<file path="src/buzzer_regs.vh">
// Purpose : Register map, field positions and timing for the buzzer tone generator
// Assumes : 32-bit APB data, one register per aligned word
// Notes   : Byte address of a register is four times its index
`ifndef BUZZER_REGS_VH
`define BUZZER_REGS_VH

// ------------------------------------------------------------
// Register indexes and byte addresses
// ------------------------------------------------------------
`define IDX_BURST_ENVELOPE_CONTROL 18'h0FF44
`define IDX_TONE_DUTY_FREQUENCY    18'h0FF45
`define ADDR_BURST_ENVELOPE_CONTROL (`IDX_BURST_ENVELOPE_CONTROL << 2)
`define ADDR_TONE_DUTY_FREQUENCY    (`IDX_TONE_DUTY_FREQUENCY << 2)

// ------------------------------------------------------------
// Field positions
// ------------------------------------------------------------
`define BIT_TONE_OUTPUT_ENABLE 0
`define BIT_ENVELOPE_ENABLE    1
`define BIT_ENVELOPE_RESTART   2
`define BIT_ENVELOPE_TIME_SEL  3
`define BIT_BURST_LENGTH_SEL   4
`define BIT_BURST_TRIGGER      5
`define BIT_BURST_FORCE_STOP   6
`define FREQ_LSB 0
`define DUTY_LSB 4

// ------------------------------------------------------------
// Reset values
// ------------------------------------------------------------
`define RST_FREQ 3'h0
`define RST_DUTY 3'h0
`define RST_BIT  1'h0

// ------------------------------------------------------------
// Timing
// ------------------------------------------------------------
`define CLK_HZ          25000000
`define CLK_PER_US      25
`define CLK_PER_MS      25000
`define SUBSTEP_HZ      65536
`define SUBSTEP_DIV     9'h17D
`define BURST_LONG_US   125000
`define BURST_SHORT_US  31250
`define ENV_LONG_MS     1000
`define ENV_SHORT_MS    500
`define ENV_STEPS       7
// Sized to the parameter widths; products of the counts above, the envelope ones divided by ENV_STEPS, rounded down
`define BURST_LONG_CYC  25'h02FAF08
`define BURST_SHORT_CYC 25'h00BEBC2
`define ENV_LONG_CYC    25'h0367EE4
`define ENV_SHORT_CYC   25'h01B3F72
`define PERIOD_LEN0     5'h10
`define PERIOD_LEN1     5'h14
`define PERIOD_LEN2     5'h18
`define PERIOD_LEN3     5'h1C
`define HIGH_BASE_NARROW 5'h08
`define HIGH_BASE_WIDE   5'h0C
`define DUTY_NARROWEST  3'h7

`endif

</file>
<file path="src/buzzer_tone_envelope_generator.v">
// Purpose : Buzzer tone generator with one-shot bursts and duty envelope
// Assumes : APB slave, one clock, inputs synchronous to sys_clk
// Notes   : No wait state on any access; unmapped addresses answer pslverr
//
// The APB register port was decided locally.
`timescale 1ns/1ps
`include "buzzer_regs.vh"

// Overview of operation
// - Output tone while enabled or during a burst, reset off
// - Three-bit code picks one of eight frequencies
// - Duty code zero widest, each code narrower
// - Period 16/20/24/28 sub-steps, high 8/8/12/12, twice that on codes 4-7
// - Narrowest duty gives 1,1,5,5 sub-steps
// - Trigger write starts burst, reads busy
// - Burst length 125 ms or 31.25 ms
// - Force stop ends burst, returns ready
// - Envelope enable attenuates tone duty
// - Envelope time one or half second
// - Restart returns envelope to start, reads zero
// - Burst clears envelope enable while running
module buzzer_tone_envelope_generator
#(
   parameter        ADDR_W          = 18,
   parameter [8:0]  SUBSTEP_DIV     = `SUBSTEP_DIV,
   parameter [24:0] BURST_LONG_CYC  = `BURST_LONG_CYC,
   parameter [24:0] BURST_SHORT_CYC = `BURST_SHORT_CYC,
   parameter [24:0] ENV_LONG_CYC    = `ENV_LONG_CYC,
   parameter [24:0] ENV_SHORT_CYC   = `ENV_SHORT_CYC
)
(
   input  wire              sys_clk,
   input  wire              reset_n,
   input  wire              psel,
   input  wire              penable,
   input  wire              pwrite,
   input  wire [ADDR_W-1:0] paddr,
   input  wire [31:0]       pwdata,
   output reg  [31:0]       prdata,
   output reg               pready,
   output reg               pslverr,
   output reg               buzzer_out
);

   // ------------------------------------------------------------
   // State
   // ------------------------------------------------------------
   reg        tone_output_enable;
   reg        envelope_enable;
   reg        envelope_time_sel;
   reg        burst_length_sel;
   reg        burst_busy;
   reg [2:0]  tone_freq_sel;
   reg [2:0]  tone_duty_sel;
   reg [24:0] burst_cnt;
   reg [24:0] env_cnt;
   reg [2:0]  env_step;
   reg [8:0]  substep_cnt;
   reg        half_rate;
   reg [4:0]  phase;
   reg [4:0]  period_len;
   reg [4:0]  high_base;
   reg        slow_tone;

   // ------------------------------------------------------------
   // Address decode
   // ------------------------------------------------------------
   wire sel_ctrl = (paddr == `ADDR_BURST_ENVELOPE_CONTROL);
   wire sel_tone = (paddr == `ADDR_TONE_DUTY_FREQUENCY);
   wire mapped   = sel_ctrl | sel_tone;
   wire wr_go    = psel & penable & pready & pwrite & mapped;
   wire wr_ctrl  = wr_go & sel_ctrl;
   wire wr_tone  = wr_go & sel_tone;

   wire trig_wr    = wr_ctrl & pwdata[`BIT_BURST_TRIGGER];
   wire stop_wr    = wr_ctrl & pwdata[`BIT_BURST_FORCE_STOP];
   wire restart_wr = wr_ctrl & pwdata[`BIT_ENVELOPE_RESTART];

   // ------------------------------------------------------------
   // APB slave
   // ------------------------------------------------------------
   // Registered answer keeps every bus output straight from a flip-flop
   reg [31:0] next_rdata;

   always @*
   begin
      next_rdata = 32'h00000000;
      if (sel_ctrl)
      begin
         next_rdata[`BIT_TONE_OUTPUT_ENABLE] = tone_output_enable;
         next_rdata[`BIT_ENVELOPE_ENABLE]    = envelope_enable;
         next_rdata[`BIT_ENVELOPE_TIME_SEL]  = envelope_time_sel;
         next_rdata[`BIT_BURST_LENGTH_SEL]   = burst_length_sel;
         next_rdata[`BIT_BURST_TRIGGER]      = burst_busy;
      end
      else if (sel_tone)
      begin
         next_rdata[`FREQ_LSB+2:`FREQ_LSB] = tone_freq_sel;
         next_rdata[`DUTY_LSB+2:`DUTY_LSB] = tone_duty_sel;
      end
   end

   // ------------------------------------------------------------
   // APB answer
   // ------------------------------------------------------------
   always @(posedge sys_clk or negedge reset_n)
   begin
      if (!reset_n)
      begin
         pready  <= 1'b0;
         pslverr <= 1'b0;
         prdata  <= 32'h00000000;
      end
      else if (psel & ~penable)
      begin
         pready  <= 1'b1;
         pslverr <= ~mapped;
         prdata  <= pwrite ? 32'h00000000 : next_rdata;
      end
      else
      begin
         pready  <= 1'b0;
         pslverr <= 1'b0;
         prdata  <= 32'h00000000;
      end
   end

   // ------------------------------------------------------------
   // Control registers
   // ------------------------------------------------------------
   always @(posedge sys_clk or negedge reset_n)
   begin
      if (!reset_n)
      begin
         tone_output_enable <= `RST_BIT;
         envelope_time_sel  <= `RST_BIT;
         burst_length_sel   <= `RST_BIT;
         tone_freq_sel      <= `RST_FREQ;
         tone_duty_sel      <= `RST_DUTY;
      end
      else
      begin
         if (wr_ctrl)
         begin
            tone_output_enable <= pwdata[`BIT_TONE_OUTPUT_ENABLE];
            envelope_time_sel  <= pwdata[`BIT_ENVELOPE_TIME_SEL];
            burst_length_sel   <= pwdata[`BIT_BURST_LENGTH_SEL];
         end
         if (wr_tone)
         begin
            tone_freq_sel <= pwdata[`FREQ_LSB+2:`FREQ_LSB];
            tone_duty_sel <= pwdata[`DUTY_LSB+2:`DUTY_LSB];
         end
      end
   end

   // ------------------------------------------------------------
   // Envelope enable
   // ------------------------------------------------------------
   // Envelope enable is held clear for the whole burst
   always @(posedge sys_clk or negedge reset_n)
   begin
      if (!reset_n)
      begin
         envelope_enable <= `RST_BIT;
      end
      else if (burst_busy | trig_wr & ~stop_wr)
      begin
         envelope_enable <= 1'b0;
      end
      else if (wr_ctrl)
      begin
         envelope_enable <= pwdata[`BIT_ENVELOPE_ENABLE];
      end
   end

   // ------------------------------------------------------------
   // One-shot burst
   // ------------------------------------------------------------
   // Stop beats a trigger in the same write; a retrigger restarts the timer
   always @(posedge sys_clk or negedge reset_n)
   begin
      if (!reset_n)
      begin
         burst_busy <= 1'b0;
         burst_cnt  <= 25'h0000000;
      end
      else if (stop_wr)
      begin
         burst_busy <= 1'b0;
         burst_cnt  <= 25'h0000000;
      end
      else if (trig_wr)
      begin
         burst_busy <= 1'b1;
         burst_cnt  <= pwdata[`BIT_BURST_LENGTH_SEL] ? BURST_LONG_CYC - 25'h0000001
                                                      : BURST_SHORT_CYC - 25'h0000001;
      end
      else if (burst_busy)
      begin
         if (burst_cnt == 25'h0000000)
         begin
            burst_busy <= 1'b0;
         end
         else
         begin
            burst_cnt <= burst_cnt - 25'h0000001;
         end
      end
   end

   // ------------------------------------------------------------
   // Envelope
   // ------------------------------------------------------------
   // Interval is fixed per step, so a wider start duty takes longer to fade
   wire [24:0] env_interval = envelope_time_sel ? ENV_LONG_CYC : ENV_SHORT_CYC;
   wire [3:0]  duty_sum     = {1'b0, tone_duty_sel} + {1'b0, env_step};
   wire        at_floor     = (duty_sum >= {1'b0, `DUTY_NARROWEST});
   wire [2:0]  eff_duty     = at_floor ? `DUTY_NARROWEST : duty_sum[2:0];

   // ------------------------------------------------------------
   // Envelope step
   // ------------------------------------------------------------
   always @(posedge sys_clk or negedge reset_n)
   begin
      if (!reset_n)
      begin
         env_step <= 3'h0;
         env_cnt  <= 25'h0000000;
      end
      else if (restart_wr | ~envelope_enable)
      begin
         env_step <= 3'h0;
         env_cnt  <= 25'h0000000;
      end
      else if (!at_floor)
      begin
         if (env_cnt >= env_interval - 25'h0000001)
         begin
            env_cnt  <= 25'h0000000;
            env_step <= env_step + 3'h1;
         end
         else
         begin
            env_cnt <= env_cnt + 25'h0000001;
         end
      end
   end

   // ------------------------------------------------------------
   // Tone waveform
   // ------------------------------------------------------------
   // Sub-step rate is rounded from the clock; the pitch is off by a fraction
   wire substep_tick = (substep_cnt == SUBSTEP_DIV - 9'h001);
   wire tone_tick    = substep_tick & (~slow_tone | half_rate);
   wire [4:0] high_len   = high_base - {2'b00, eff_duty};
   wire       sounding   = tone_output_enable | burst_busy;

   // Period, widest high time and rate per code; a table keeps each code visible
   always @*
   begin
      case (tone_freq_sel)
         3'h0:
         begin
            period_len = `PERIOD_LEN0;
            high_base  = `HIGH_BASE_NARROW;
            slow_tone  = 1'b0;
         end
         3'h1:
         begin
            period_len = `PERIOD_LEN1;
            high_base  = `HIGH_BASE_NARROW;
            slow_tone  = 1'b0;
         end
         3'h2:
         begin
            period_len = `PERIOD_LEN2;
            high_base  = `HIGH_BASE_WIDE;
            slow_tone  = 1'b0;
         end
         3'h3:
         begin
            period_len = `PERIOD_LEN3;
            high_base  = `HIGH_BASE_WIDE;
            slow_tone  = 1'b0;
         end
         3'h4:
         begin
            period_len = `PERIOD_LEN0;
            high_base  = `HIGH_BASE_NARROW;
            slow_tone  = 1'b1;
         end
         3'h5:
         begin
            period_len = `PERIOD_LEN1;
            high_base  = `HIGH_BASE_NARROW;
            slow_tone  = 1'b1;
         end
         3'h6:
         begin
            period_len = `PERIOD_LEN2;
            high_base  = `HIGH_BASE_WIDE;
            slow_tone  = 1'b1;
         end
         3'h7:
         begin
            period_len = `PERIOD_LEN3;
            high_base  = `HIGH_BASE_WIDE;
            slow_tone  = 1'b1;
         end
         default:
         begin
            period_len = `PERIOD_LEN0;
            high_base  = `HIGH_BASE_NARROW;
            slow_tone  = 1'b0;
         end
      endcase
   end

   always @(posedge sys_clk or negedge reset_n)
   begin
      if (!reset_n)
      begin
         substep_cnt <= 9'h000;
         half_rate   <= 1'b0;
         phase       <= 5'h00;
         buzzer_out  <= 1'b0;
      end
      else
      begin
         substep_cnt <= substep_tick ? 9'h000 : substep_cnt + 9'h001;
         if (substep_tick)
         begin
            half_rate <= ~half_rate;
         end
         if (!sounding)
         begin
            phase <= 5'h00;
         end
         else if (tone_tick)
         begin
            phase <= (phase >= period_len - 5'h01) ? 5'h00 : phase + 5'h01;
         end
         buzzer_out <= sounding & (phase < high_len);
      end
   end

endmodule // buzzer_tone_envelope_generator

</file>
<file path="config.mk">
export PLATFORM = sky130hd
export DESIGN_NAME = buzzer_tone_envelope_generator
export DESIGN_NICKNAME = d
export VERILOG_FILES = /design/src/buzzer_tone_envelope_generator.v
export VERILOG_INCLUDE_DIRS = /design/src
export SDC_FILE = /design/constraint.sdc
export NUM_CORES = 1
export LEC_CHECK = 0
export BUFFER_PORTS_ARGS = -buffer_cell sky130_fd_sc_hd__buf_2
export CAP_MARGIN = 20
export CORE_ASPECT_RATIO = 1.5
export CORE_MARGIN = 4
export CORE_UTILIZATION = 52
export DETAILED_ROUTE_END_ITERATION = 7
export PLACE_DENSITY = 0.78
export SLEW_MARGIN = 40
export SYNTH_ARGS = -nofsm -noshare
export SYNTH_HDL_FRONTEND = slang
export SYNTH_SLANG_ARGS = --single-unit
</file>
<file path="constraint.sdc">
create_clock -name sys_clk -period 2.3 [get_ports sys_clk]
set_input_delay 0.46 -clock sys_clk [delete_from_list [all_inputs] [get_ports sys_clk]]
set_output_delay 0.46 -clock sys_clk [all_outputs]
set_load 0.1 [all_outputs]
</file>
Yosys cells after proc, flatten, opt, wreduce, memory -nomap -nowiden --
Memory sizes are Yosys's and may differ from the RTL's. Cells that the tools add are included.
Operators by class: add/subtract/negate cells 9, magnitude comparators 4, equality and inequality tests 6, muxes and demuxes 34, bitwise logic cells 24, reduce and logical (&&, ||, !) cells 6
Operator list (number):
- $mux 25 | 7
- $mux 22 | 2
- $eq 18x18->1 const B | 2
- $add 25x1->25 const B | 1
- $ge 25x25->1 | 1
- $logic_not 25->1 | 1
- $sub 25x1->25 const B | 1
- $sub 22x1->23 const B | 1
- $mux 3 | 6
- $mux 5 | 3
- $mux 7 | 2
- $and 1x1->1 | 13
- $mux 1 | 11
- $add 9x1->9 const B | 1
- $eq 9x9->1 const B | 1
- $mux 9 | 1
- $not 1->1 | 6
- $add 5x1->5 const B | 1
- $ge 5x5->1 | 1
- $lt 5x5->1 | 1
- $or 1x1->1 | 5
- $sub 5x1->5 const B | 1
- $sub 5x3->5 | 1
- $add 3x3->4 | 1
- 9 further kinds | 12
Storage, ports and cells: register bits 114, bits in read-only memories 32, input bits 55, output and inout port bits 35, logic and storage cells 101, memories kept 1
Memory list:
- (no name shown) | words 8, bits a word 4, rd ports 1, clocked after Yosys merged registers in 0, write ports 0, RTL line buzzer_tone_envelope_generator.v:262 | case (tone_freq_sel)

Logic depth before layout (Yosys ltp) --
depth after elaboration 10, mapped depth 11

Worst setup path after synthesis --
OpenSTA, ideal clock, no wires.
path kind flip-flop to flip-flop, from register pready, to register env_cnt[13], library setup time 0.126 ns, arrival 2.472 ns, data required time 2.174 ns, setup slack -0.298 ns, cell stages (with the launch flop) 7, path buffers 1, clock period less this slack 2.598 ns, cells stage by stage dfrtp_1 > nand4_1 > nor4_2 > a2111oi_2 > and2_1 > buf_2 > a221o_1
Between the ends: longest elaborated chain between the ends 7, elaborated cells on any way between the ends 8, classes of those cells 1 x eq/ne; 1 x mux; 6 x bitwise
RTL lines:
- start: declaration | RTL line buzzer_tone_envelope_generator.v:40 | output reg pready,
- start signal: assignment | RTL line buzzer_tone_envelope_generator.v:110 | pready <= 1'b0;
- start signal: assignment | RTL line buzzer_tone_envelope_generator.v:116 | pready <= 1'b1;
- start signal: assignment | RTL line buzzer_tone_envelope_generator.v:122 | pready <= 1'b0;
- $and 1x1->1 * (3 in series) | RTL line buzzer_tone_envelope_generator.v:71 | wire wr_go = psel & penable & pready & pwrite & mapped;
- $and 1x1->1 * | RTL line buzzer_tone_envelope_generator.v:72 | wire wr_ctrl = wr_go & sel_ctrl;
- $and 1x1->1 * | RTL line buzzer_tone_envelope_generator.v:77 | wire restart_wr = wr_ctrl & pwdata[`BIT_ENVELOPE_RESTART];
- $or 1x1->1 * | RTL line buzzer_tone_envelope_generator.v:231 | else if (restart_wr | ~envelope_enable)
- $ne 2x1->1 (no line) or $mux 25 (tied branches)
- end signal: assignment | RTL line buzzer_tone_envelope_generator.v:245 | env_cnt <= env_cnt + 25'h0000001;
- end: declaration | RTL line buzzer_tone_envelope_generator.v:56 | reg [24:0] env_cnt;
Mark *: on every way between the ends. The rest lies on a longest branch, timed or not. A chain may end at the register's enable or synchronous reset.

Worst setup path in the final report --
from register env_step[0], to register buzzer_out
Between the ends: longest elaborated chain between the ends 6
RTL lines:
- start: declaration | RTL line buzzer_tone_envelope_generator.v:57 | reg [2:0] env_step;
- start signal: assignment | RTL line buzzer_tone_envelope_generator.v:241 | env_step <= env_step + 3'h1;
- $add 3x3->4 * | RTL line buzzer_tone_envelope_generator.v:217 | wire [3:0] duty_sum = {1'b0, tone_duty_sel} + {1'b0, env_step};
- $ge 4x3->1 | RTL line buzzer_tone_envelope_generator.v:218 | wire at_floor = (duty_sum >= {1'b0, `DUTY_NARROWEST});
- $mux 3 * | RTL line buzzer_tone_envelope_generator.v:219 | wire [2:0] eff_duty = at_floor ? `DUTY_NARROWEST : duty_sum[2:0];
- $sub 5x3->5 * | RTL line buzzer_tone_envelope_generator.v:256 | wire [4:0] high_len = high_base - {2'b00, eff_duty};
- $lt 5x5->1 * | RTL line buzzer_tone_envelope_generator.v:344 | buzzer_out <= sounding & (phase < high_len);
- $and 1x1->1 * | RTL line buzzer_tone_envelope_generator.v:344
- end signal: assignment | RTL line buzzer_tone_envelope_generator.v:344
- end: declaration | RTL line buzzer_tone_envelope_generator.v:42 | output reg buzzer_out
Marks and branches as above.

==> key figures <==
Worst hold path
  – Hold Path Class: in -> async

Timing
  – Final period utilization: 1.10
  – Layout Skew: around 7.2 ps
  – RSZ-0062 raised after global routing: true
  – Highest Clock Rate: between 300 and 400 MHz
  – Final min period: approximately 2500 ps
  – WHS: between 100 and 150 ps
  – Final hold vios: 0
  – Rel. slew slack: 0.606
  – Setup violators final: 23
  – Worst-margin pin slew: between 500 and 600 ps
  – Final setup margin: -223 ps
  – Fin. max-slew vios: 0

Clocking
  – Worst-Skew Late Latency: 350 ps
  – CTS tree: yes
  – Clk sinks: between 80 and 90
  – Root buffer cell: clkbuf_16
  – Maximum clock path buffer count: 2
  – CTS Buf Count: 9
  – Clock transition at path regs: 70 ps
  – Htree depth: 3

Worst setup path
  – FF-to-FF End: buzzer_out
  – Critical path class: reg -> reg
  – Max FO, Critical Path: 3
  – Data required, critical path: about 2600 ps
  – FF-to-FF setup slack: -220 ps
  – Crit end category: flip-flop
  – WP data arrival: 2800 ps
  – Launch point of the worst reg-to-reg path: env_step[0]
  – Worst setup path startpoint: env_step[0]
  – Worst Setup Start Kind: flip-flop
  – Reg2reg path depth: 10
  – Critical path endpoint: buzzer_out

Run status
  – Status: finished with violations
  – Failing checks: setup timing

Synthesis
  – Simple-Gate Fraction of Synth Area: 0.232
  – Top_reg_cell synth: dfrtp_1
  – Post-synth EDFFs: 0
  – Post-synthesis sequential area ratio: 0.407
  – Fraction of registers with async set/reset: 1.00
  – Top-count cell post-synth: dfrtp_1
  – Synth Instances: 583
  – XOR/XNOR Fraction of Synth Area: 0.0400
  – Warnings from Yosys: 0
  – Dominant cell type by area after synthesis: dfrtp_1
  – Synth area leaders: dfrtp_1 41%, ha_1 6.2%, nand3_1 4.3%
  – Synthesized area: 5470 sq um
  – Adder-Cell Fraction of Synth Area: 0.0654
  – Library cells used by synthesis: 59
  – Largest family of logic cells by synthesized area: simple AND/OR/NAND/NOR gates
  – Average size of a mapped cell: approximately 9.4 sq um
  – Mux cell area share after synthesis: 0.0334
  – Yosys reg bits: 89
  – Most frequent cells after synthesis: 89 x dfrtp_1, 47 x nand3_1, 39 x nand2_1
  – Yosys top cell area share: 0.407
  – Synth Area in Compound Gates: 0.156

Placed design
  – DP HPWL: 9880 um
  – Post-place setup slack: -218 ps
  – Placer Congestion: slightly below 0.9
  – Port Buffers: 39

GRT
  – Initial antenna violation count: 2
  – GRT Total Usage: 0.230
  – First-pass GRT wire length: approximately 23000 um
  – Vias in the first global route: between 4000 and 5000
  – Pin count of the biggest net entering global routing: 90
  – Grt ovf: 0

Pwr
  – Leakage Power: between 0.002 and 0.003 uW
  – Peak VDD IR: 0.372 mV
  – Pwr Density: 484 nW/um^2

Floorplan
  – Die height: roughly 130 um
  – Die W: about 92 um
  – Rows: 45
  – Die ar.: roughly 12000 sq um
  – Io pins: 90
  – Core Region: roughly 10000 sq um
  – Initial Util: 0.537

Routing
  – Drt first pass iters: 6
  – Post-DR wirelength/cell: ~17 um
  – Antenna Nets Post-Route: 0
  – Vias: 4921
  – Initial drt markers: roughly 250
  – Final WL: 13900 um
  – DRC: 0
  – Drt via density: roughly 6.0

Final layout
  – Final core occ: 0.666
  – Area grow syn2layout: 24.1%
  – Layout cells sized above 1: 0.253
  – Nets: 763

Job
  – Max-Cap Viols: 0
[cells in the final DEF, fill, tap and decap left out, types with 15 or more instances in the layout]
cell / n
o211ai_1: 16
conb_1: 25
o21ai_0: 15
inv_1: 21
nor3_1: 23
nor2_1: 36
nand3_1: 40
nand2_1: 39
buf_4: 56
ha_1: 24
dfrtp_1: 88
a21oi_1: 25
buf_2: 38
[critical path: stages (launching register included)]
cell	delay [ps]
dfrtp_1	360
ha_2	200
inv_2	50
fa_2	360
xnor2_2	160
a211oi_2	200
ha_1	290
a31oi_1	180
ha_1	260
nor4_2	250
a21o_1	140
[sequential cells by signal, indices dropped and copies added (netlist names), 3 cells and up]
name           flops
substep_cnt        9
tone_duty_sel      3
burst_cnt         25
prdata             7
tone_freq_sel      3
phase              5
env_step           3
env_cnt           25
[worst min path at each step]
stage	endpoint	slack [ps]	from	cells past startpoint
after floorplan	burst_busy	160	reset_n	0
after global placement	half_rate	450	half_rate	1
after detailed placement	half_rate	450	half_rate	1
after CTS	burst_cnt[12]	170	reset_n	2
after global routing	burst_cnt[10]	190	reset_n	2
final	burst_cnt[10]	120	reset_n	2
[through the flow]
stage / instances / setup TNS (ps) / area, sq um / power (uW)
2_1_floorplan: 607 / -708 / 5590 / 1850
5_1_grt: 826 / -5030 / 6780 / 3390
3_5_place_dp: 806 / -4950 / 6260 / 1890
3_3_place_gp: 806 / -1900 / 6260 / 1880
6_report: 827 / -2530 / 6780 / 3280
4_1_cts: 823 / -2070 / 6660 / 3310
[final cells by class]
class	count	area (sq um)
multi-input cells	450	3180
clock inverters	7	58.8
well taps	141	176
diodes	1	2.50
repair buffers	107	826
clock buffers	9	225
inverters	23	86.3
flip-flops and latches	89	2230
fillers	738	3410
[cells by family (layout without fill, tap and decap cells)]
group | count (synthesis) | count (layout)
AOI/OAI and AO/OA | 122 | 122
xor gates and xnor gates | 25 | 25
adders and majority gates | 28 | 28
buffers and inverters | 68 | 146
DFF | 89 | 89
muxes | 17 | 17
other | 1 | 26
and+or+nand+nor | 233 | 233
[routing by layer]
| layer | vias up | GRT usage | part of all wire |
|---|---|---|---|
| li1 | 2329 | - | - |
| met1 | 2417 | 0.269 | 0.39 |
| met2 | 139 | 0.407 | 0.53 |
| met3 | 34 | 0.0525 | 0.053 |
| met4 | 2 | 0.0868 | 0.023 |
| met5 | - | 0 | 0.00094 |
[report_power, final]
part / total [uW] / switching, uW / internal, uW
Combinational: 279 / 246 / 33.0
Sequential: 1580 / 6.43 / 1570
Clock: 1430 / 675 / 754
[repair_timing]
item                       in CTS  in global routing
gates cloned                    1                  0
hold buffers                    0                  0
setup endpoints to repair      27                 29
pin swaps                      14                 18
resized for setup              20                 19
buffers inserted                3                  3
No activity file was read; power rests on OpenSTA's default activity.
